==> src/tmc_pkg.sv <==
// package: constants and types for the timer capture channel
package tmc_pkg;

  // capture trigger select encodings
  localparam logic [1:0] CAP_OFF       = 2'h0;
  localparam logic [1:0] CAP_A_RISE    = 2'h1;
  localparam logic [1:0] CAP_A_RISE_FALL = 2'h2;
  localparam logic [1:0] CAP_GATE      = 2'h3;

  // flip-flop initialise field encodings
  localparam logic [1:0] FF_INVERT     = 2'h0;
  localparam logic [1:0] FF_SET        = 2'h1;
  localparam logic [1:0] FF_CLEAR      = 2'h2;

  // clock source select: 0 = ext input a, 1..3 = prescaler taps
  localparam logic [1:0] CLK_EXT       = 2'h0;

  // prescaler and reset values
  localparam int          PRESC_W       = 8;
  localparam logic [15:0] COUNT_RST     = 16'h0000;
  localparam logic [7:0]  PRESC_RST     = 8'h00;

  // tap positions of the prescaler (divide by 2, 8, 32)
  localparam int TAP1 = 0;
  localparam int TAP2 = 2;
  localparam int TAP3 = 4;

  // configuration bundle from software
  typedef struct packed {
    logic        run;               // counter run, 0 stops and clears
    logic        prescalerRun;      // prescaler run
    logic [1:0]  clockSelect;       // counter clock source
    logic        clearOnMatchEnable;
    logic [1:0]  captureTriggerSelect;
    logic        toggleOnMatchA;
    logic        toggleOnMatchB;
    logic        toggleOnCaptureA;
    logic        toggleOnCaptureB;
    logic [15:0] compareValueA;
    logic [15:0] compareValueB;
  } tmc_cfg_type;

  // event pulses to software
  typedef struct packed {
    logic matchAIrq;
    logic matchBIrq;
    logic overflowIrq;
  } tmc_irq_type;

  // whole state of the channel
  typedef struct packed {
    logic [1:0]  syncA;
    logic [1:0]  syncB;
    logic [1:0]  syncGate;
    logic        prevA;
    logic        prevB;
    logic        prevGate;
    logic [PRESC_W-1:0] presc;
    logic [PRESC_W-1:0] prescPrev;
    logic [15:0] upCounter;
    logic [15:0] captureValueA;
    logic [15:0] captureValueB;
    logic        outputToggleFf;
    logic        pulseOutputPin;
    tmc_irq_type irq;
  } tmc_state_type;

endpackage

==> src/tmc_timer.sv <==
// timer channel: interval, event count, pulse generation and capture
`timescale 1ns/1ps
// Operation
// - compare b sets interval, raises match-b
// - event mode counts ext input a rises
// - software command latches counter into capture a
// - pulse mode toggles on a and b matches
// - flip-flop preset sets pulse polarity
// - flip-flop drives output pin when enabled
// - free counter captured on ext a rise
// - both toggle enables form one pulse
// - capture a can toggle flip-flop directly
// - gate flip-flop edges capture a then b
// - ext a rise to a, fall to b
// - ext a rise to a, ext b rise to b
// - clear-on-match returns counter to zero at b
// - each comparator raises its own match pulse
// - init field sets, clears or inverts flip-flop
// - counter wrap raises overflow pulse
module tmc_timer
(
  input  wire logic            ref_clk,
  input  wire logic            resetn,
  input  wire tmc_pkg::tmc_cfg_type cfg,
  input  wire logic            softCaptureStrobe,
  input  wire logic            ffInitStrobe,
  input  wire logic [1:0]      ffInitField,
  input  wire logic            pinTimerFunction,
  input  wire logic            extInputA,
  input  wire logic            extInputB,
  input  wire logic            gateTimerFf,
  output logic [15:0]          upCounter,
  output logic [15:0]          captureValueA,
  output logic [15:0]          captureValueB,
  output logic                 outputToggleFf,
  output logic                 pulseOutputPin,
  output tmc_pkg::tmc_irq_type irq
);
  import tmc_pkg::*;

  tmc_state_type state_r;
  tmc_state_type state_nxt;

  // ----------------------------------------
  // next-state logic
  // ----------------------------------------
  logic aRise;
  logic aFall;
  logic bRise;
  logic gRise;
  logic gFall;
  logic tick;
  logic matchA;
  logic matchB;
  logic capA;
  logic capB;
  logic toggle;
  logic [PRESC_W-1:0] prescRise;

  // one combinational pass over the whole state
  always_comb
  begin
    state_nxt = state_r;
    // input synchronisers, stage two only read by edge logic
    state_nxt.syncA    = {state_r.syncA[0], extInputA};
    state_nxt.syncB    = {state_r.syncB[0], extInputB};
    state_nxt.syncGate = {state_r.syncGate[0], gateTimerFf};
    state_nxt.prevA    = state_r.syncA[1];
    state_nxt.prevB    = state_r.syncB[1];
    state_nxt.prevGate = state_r.syncGate[1];
    aRise = state_r.syncA[1] & ~state_r.prevA;
    aFall = ~state_r.syncA[1] & state_r.prevA;
    bRise = state_r.syncB[1] & ~state_r.prevB;
    gRise = state_r.syncGate[1] & ~state_r.prevGate;
    gFall = ~state_r.syncGate[1] & state_r.prevGate;

    // free-running prescaler while enabled
    state_nxt.prescPrev = state_r.presc;
    state_nxt.presc = cfg.prescalerRun ? PRESC_W'(state_r.presc + 1'b1) : PRESC_RST;
    prescRise = state_r.presc & ~state_r.prescPrev;

    // counter clock enable from selected source
    unique case (cfg.clockSelect)
      CLK_EXT: tick = aRise;
      2'h1:    tick = prescRise[TAP1];
      2'h2:    tick = prescRise[TAP2];
      2'h3:    tick = prescRise[TAP3];
    endcase
    tick = tick & cfg.run & cfg.prescalerRun;

    // comparators against the live count
    matchA = cfg.run && state_r.upCounter == cfg.compareValueA;
    matchB = cfg.run && state_r.upCounter == cfg.compareValueB;
    state_nxt.irq.matchAIrq   = tick & matchA;
    state_nxt.irq.matchBIrq   = tick & matchB;
    state_nxt.irq.overflowIrq = tick & (&state_r.upCounter);

    // counting, clear on b match, stop clears
    if (!cfg.run)
      state_nxt.upCounter = COUNT_RST;
    else if (tick && matchB && cfg.clearOnMatchEnable)
      state_nxt.upCounter = COUNT_RST;
    else if (tick)
      state_nxt.upCounter = state_r.upCounter + 16'h0001;

    // capture trigger selection
    capA = 1'b0;
    capB = 1'b0;
    if (cfg.prescalerRun)
    begin
      unique case (cfg.captureTriggerSelect)
        CAP_OFF:         ;
        CAP_A_RISE:      begin capA = aRise; capB = bRise; end
        CAP_A_RISE_FALL: begin capA = aRise; capB = aFall; end
        CAP_GATE:        begin capA = gRise; capB = gFall; end
      endcase
    end
    capA = capA | softCaptureStrobe;
    if (capA)
      state_nxt.captureValueA = state_r.upCounter;
    if (capB)
      state_nxt.captureValueB = state_r.upCounter;

    // output flip-flop toggling and software init
    toggle = (tick & matchA & cfg.toggleOnMatchA)
           ^ (tick & matchB & cfg.toggleOnMatchB)
           ^ (capA & cfg.toggleOnCaptureA)
           ^ (capB & cfg.toggleOnCaptureB);
    if (ffInitStrobe)
    begin
      unique case (ffInitField)
        FF_SET:   state_nxt.outputToggleFf = 1'b1;
        FF_CLEAR: state_nxt.outputToggleFf = 1'b0;
        FF_INVERT: state_nxt.outputToggleFf = ~state_r.outputToggleFf;
        default:  state_nxt.outputToggleFf = state_r.outputToggleFf;
      endcase
    end
    else if (toggle)
      state_nxt.outputToggleFf = ~state_r.outputToggleFf;
    state_nxt.pulseOutputPin = pinTimerFunction & state_nxt.outputToggleFf;
  end

  // state register
  always_ff @(posedge ref_clk or negedge resetn)
  begin
    if (!resetn)
      state_r <= '0;
    else
      state_r <= state_nxt;
  end

  // outputs straight from state
  assign upCounter      = state_r.upCounter;
  assign captureValueA  = state_r.captureValueA;
  assign captureValueB  = state_r.captureValueB;
  assign outputToggleFf = state_r.outputToggleFf;
  assign pulseOutputPin = state_r.pulseOutputPin;
  assign irq            = state_r.irq;
endmodule

==> config.mk <==
export PLATFORM = sky130hd
export DESIGN_NAME = tmc_timer
export DESIGN_NICKNAME = d
export VERILOG_FILES = /design/src/tmc_pkg.sv /design/src/tmc_timer.sv
export SDC_FILE = /design/constraint.sdc
export NUM_CORES = 1
export LEC_CHECK = 0
export ABC_AREA = 1
export ABC_CLOCK_PERIOD_IN_PS = 1800
export BUFFER_PORTS_ARGS = -buffer_cell sky130_fd_sc_hd__buf_2
export CORE_MARGIN = 4
export CORE_UTILIZATION = 53
export CTS_CLUSTER_SIZE = 12
export DETAILED_ROUTE_END_ITERATION = 7
export PLACE_DENSITY = 0.78
export SYNTH_ARGS = -nofsm -noshare
export SYNTH_HDL_FRONTEND = slang
export SYNTH_SLANG_ARGS = --single-unit
==> constraint.sdc <==
create_clock -name ref_clk -period 1.8 [get_ports ref_clk]
set_input_delay 0.18 -clock ref_clk [delete_from_list [all_inputs] [get_ports ref_clk]]
set_output_delay 0.18 -clock ref_clk [all_outputs]
set_load 0.03 [all_outputs]
# After elaboration in Yosys (flattened, before gate mapping)
# Cells that the tools add are included.
# totals
ff_bits,75
inputBits,53
out_inout_bits,53
wordCells,76
# op_classes
addsub,2
eq_ne,11
n_mux,12
bitwise_logic,27
n_reduce_logical,8
# op_table
op,count
$mux W16,3
$eq A16 B16 Y1,2
$add A16 B1 Y16 const B,1
$reduce_and A16 Y1,1
$and A1 B1 Y1,15
$eq A2 B2 Y1 const B,5
$add A8 B1 Y8 const B,1
$mux W8,1
$eq A2 B1 Y1 const B,3
$not A1 Y1,6
$pmux W1 S3,2
$and A5 B5 Y5,1
$not A5 Y5,1
$logic_and A1 B1 Y1,4
$logic_not A2 Y1,2
$mux W1,4
$pmux W1 S4,1
$ne A3 B1 Y1 const B,1
$xor A1 B1 Y1,3
$pmux W1 S2,1
$reduce_or A2 Y1,1
$or A1 B1 Y1,1

# Logic depth before layout (Yosys ltp)
# depth
ltp_word,13
ltp_mapped,15
mapped_depth_nobuf,15

# Worst setup path after synthesis
# Ideal clock, no wire load.
# synth_path
path_kind,register -> register
start,"register state_r, in the netlist upCounter[1]"
end,"register state_r, in the netlist upCounter[14]"
setup_ns,0.086
arrival_time_ns,1.455
required_ns,1.714
setup_slack_ns,0.259
path_stages_with_launch,10
n_path_buf,0
period_less_slack_ns,1.541
path_cell_list,dfrtp_1 -> ha_1 -> nand2_1 -> nor3_2 -> nand4_1 -> inv_1 -> nand2_1 -> nor2_2 -> a21oi_1 -> nor3_1
# synth_between
elab_chain_cells,6
elab_cells_between_ends,9
cone_classes,add/sub: 1; eq/ne: 2; mux: 3; reduce/logical: 3
# synth_rtl
element,line,source
start: declaration,tmc_timer.sv:41,tmc_state_type state_r;
start signal: assignment,tmc_timer.sv:149,state_r <= state_nxt;
branches (longest 6 deep; another with $add A16 B1 Y16),--,
# Parallel ways; which one is timed is not known. The select of a mux whose other input is x is not followed.
# A chain may end at the register's enable or synchronous reset.

# Worst setup path in the final report
# layout_path
start,"register state_r, in the netlist upCounter[0]"
end,"register state_r, in the netlist upCounter[12]"
# Same word-level chain as after synthesis.

==> flow_metrics.py <==
metrics = {
    "critical_path": {
        "rr_endpoint": "upCounter[12]",
        "reg2reg_depth": 10,
        "rrSetupSlack_ns": 0.09,
        "cp.arrival_ns": 1.99,
        "cp.required_ns": 2.08,
        "endpoint_kind": "flip-flop",
        "cp-start-kind": "flip-flop",
        "crit_fanout": 5,
        "worstSetupPathType": "reg -> reg",
        "rr_startpoint": "upCounter[0]",
    },
    "synthesis": {
        "synth_nets": 571,
        "synth-seq-area-share_pct": 44.74,
        "yosysWarnings": 0,
        "synth_area_leaders": "dfrtp_1 (45%), nand2_1 (14%), buf_4 (10%)",
        "synth.most_common_cell": "nand2_1",
        "syn-cell-area_mm2": 0.003915,
        "synth_cells": 512,
        "ys_ff_latch": 70,
        "avgSynthCellArea_um2": 7.646,
        "synthFlopType": "dfrtp_1",
        "synth-edff-count": 0,
        "yosysUniqueCellTypes": 26,
        "yosysTopAreaCell": "dfrtp_1",
        "synthArstFlopShare_pct": 100.0,
        "synth_top_area_share_pct": 44.74,
        "synthTopCellsByCount": "nand2_1 (141), dfrtp_1 (70), inv_1 (66)",
    },
    "power": {
        "p_clk_share_pct": 41.9,
        "p_comb_share_pct": 12.8,
        "p_sw_share_pct": 25.75,
        "seqPwrFrac_pct": 45.3,
        "p_per_area_mw_per_mm2": 769.8,
        "power.internal_mw": 2.730,
        "leakage_nw": 2.662,
        "ir_drop_v": 0.0004283,
        "switchingPower_uw": 947.0,
    },
    "global_routing": {
        "grt_pass1_vias": 3249,
        "globalRoute.totalOverflow": 0,
        "grt_max_degree": 71,
        "grt_pass1_wl_um": 14980,
        "antenna_found_initial": 0,
        "track_usage_pct": 21.78,
    },
    "status": {
        "status": "finished, final reports clean",
    },
    "die": {
        "core-area_mm2": 0.007214,
        "io_pins": 106,
        "fp.dieH_um": 93.95,
        "die_area_mm2": 0.008826,
        "die_w_um": 93.95,
        "start_util_pct": 54.27,
        "rows": 31,
    },
    "clocking": {
        "cts-buffers-inserted": 9,
        "clk_latency_ns": 0.34,
        "cts_tree": "built",
        "cts_root_buf": "clkbuf_8",
        "cts.sinks": 70,
        "cts_max_level": 3,
        "path_clk_slew_ns": 0.08,
        "clk_path_buf_depth": 2,
    },
    "sta": {
        "slew_violations": 0,
        "post-route-min-period_ns": 1.713,
        "setup_viol": 0,
        "clock_skew_ns": 0.007609,
        "hold_viol": 0,
        "period_share_pct": 95.18,
        "slew_headroom_pct": 75.89,
        "holdWs_ns": 0.04377,
        "tightest_slew_ns": 0.3617,
        "rsz0062_at_grt": "true",
        "clock.fmax_mhz": 583.7,
        "fin_ws_ns": 0.08682,
    },
    "drt": {
        "wl_per_cell_um": 13.14,
        "wirelength_um": 9353,
        "vias": 3460,
        "drtIter0Drc": 150,
        "firstDrtPassIters": 5,
        "remaining_drc_errors": 0,
        "ant_nets": 0,
        "viasPerCell": 4.860,
    },
    "placement": {
        "place_ws_ns": -0.02080,
        "place_hpwl_um": 6875,
        "gp_congestion": 0.9112,
        "port_buffers": 105,
    },
    "final_layout": {
        "drive_above_1_share_pct": 32.84,
        "final_util_pct": 66.22,
        "final_net_count": 666,
        "synthToLayoutAreaGrowth_pct": 22.02,
    },
    "hold_path": {
        "min_path_type": "in -> reg",
        "hold_path_depth": 3,
        "min_to": "pulseOutputPin",
        "hp-start": "pinTimerFunction",
    },
    "job": {
        "drv_cap": 0,
    },
}
[layer usage]
metal	vias up	global-route usage, %	part of all wire, %
li1	1716	-	-
met3	24	4.247	5.8
met5	-	0	0
met2	134	35.30	49
met1	1586	28.91	43
met4	0	8.183	2.7
[critical path, stage by stage, from the launching register on]
cell     delay [ns]
dfrtp_2        0.43
ha_2           0.22
nand2_2        0.09
nor3_4         0.17
nand4_1        0.13
inv_2          0.08
nand2_2        0.07
nor2_4         0.16
buf_4          0.13
nand2_1        0.04
a21oi_1        0.13
[final cells by class]
class                      count  area, um^2
fill                         603        2437
sequential                    70        1764
multi-input combinational    312        1540
timing repair buffer         142       829.5
inverter                      72       272.8
clock buffer                   9       123.9
tap                           99       123.9
clock inverter                 7       120.1
antenna                        1       2.502
[through the flow]
step | TNS (ns) | instances | power, mW | cell area [um^2]
after global placement | 0 | 675 | 2.136 | 4292
after detailed placement | -0.03464 | 675 | 2.148 | 4292
final | 0 | 712 | 3.677 | 4777
after CTS | 0 | 695 | 3.686 | 4579
after floorplan | 0 | 512 | 2.003 | 3915
after global routing | -0.2380 | 711 | 3.835 | 4775
[cells by family (layout without fill, tap and decap cells)]
kind of cell,after synthesis,in the layout,share of synthesized area [%]
buffers and inverters,130,230,17.45
XOR/XNOR,10,10,2.237
AND/OR/NAND/NOR,241,241,26.37
other,0,1,0
adder cells (fa/ha/maj),6,6,1.917
AO/OA/AOI/OAI,55,55,7.287
flip-flops,70,70,44.74
[sequential cells by signal, summed over array words and instances, names as in the netlist]
name / flops
captureValueA: 16
captureValueB: 16
upCounter: 16
state_nxt: 11
state_r: 6
irq: 3
outputToggleFf: 1
pulseOutputPin: 1
[what timing repair did]
action | in CTS | in global routing
buffers inserted | 0 | 16
pin swaps | 0 | 8
resized for setup | 3 | 28
hold buffers | 4 | 0
hold endpoints to repair | 73 | 0
setup endpoints to repair | 6 | 19
gates cloned | 0 | 0
[cell usage in the layout (no fill, tap or decap), types with 2 or more instances in the layout]
cell type / synthesis / layout
a21oi_1: 30 / 28
a21oi_2: 0 / 2
buf_2: 0 / 105
buf_4: 52 / 31
bufinv_16: 0 / 3
clkbuf_8: 0 / 9
dfrtp_1: 70 / 60
dfrtp_2: 0 / 10
dlygate4sd3_1: 0 / 4
ha_1: 6 / 5
inv_1: 66 / 63
inv_2: 6 / 8
inv_6: 0 / 2
nand2_1: 141 / 139
nand2_2: 3 / 5
nand3_1: 16 / 15
nand3_2: 5 / 6
nand3b_1: 2 / 2
nand4_1: 3 / 3
nor2_1: 52 / 49
nor2_2: 6 / 5
nor2_4: 1 / 5
nor3_1: 7 / 7
o21ai_0: 22 / 21
xor2_1: 10 / 10
[power groups by stage]
stage / clock network [mW] / registers [mW] / logic [mW]
floorplan: 0 / 1.70 / 0.301
global placement: 0 / 1.69 / 0.442
detailed placement: 0 / 1.70 / 0.451
CTS: 1.56 / 1.67 / 0.459
global route: 1.63 / 1.67 / 0.528
finish: 1.54 / 1.67 / 0.471
[worst max-delay path by stage]
stage	start	endpoint	slack (ns)	cells after the start
2_1_floorplan	upCounter[1]	upCounter[14]	0.26	9
3_3_place_gp	upCounter[0]	upCounter[14]	0.05	9
3_5_place_dp	upCounter[1]	pulseOutputPin	-0.02	13
4_1_cts	upCounter[14]	pulseOutputPin	0.02	13
5_1_grt	upCounter[0]	upCounter[12]	-0.06	10
6_report	upCounter[0]	upCounter[12]	0.09	10
(Power assumes the default switching activity.)
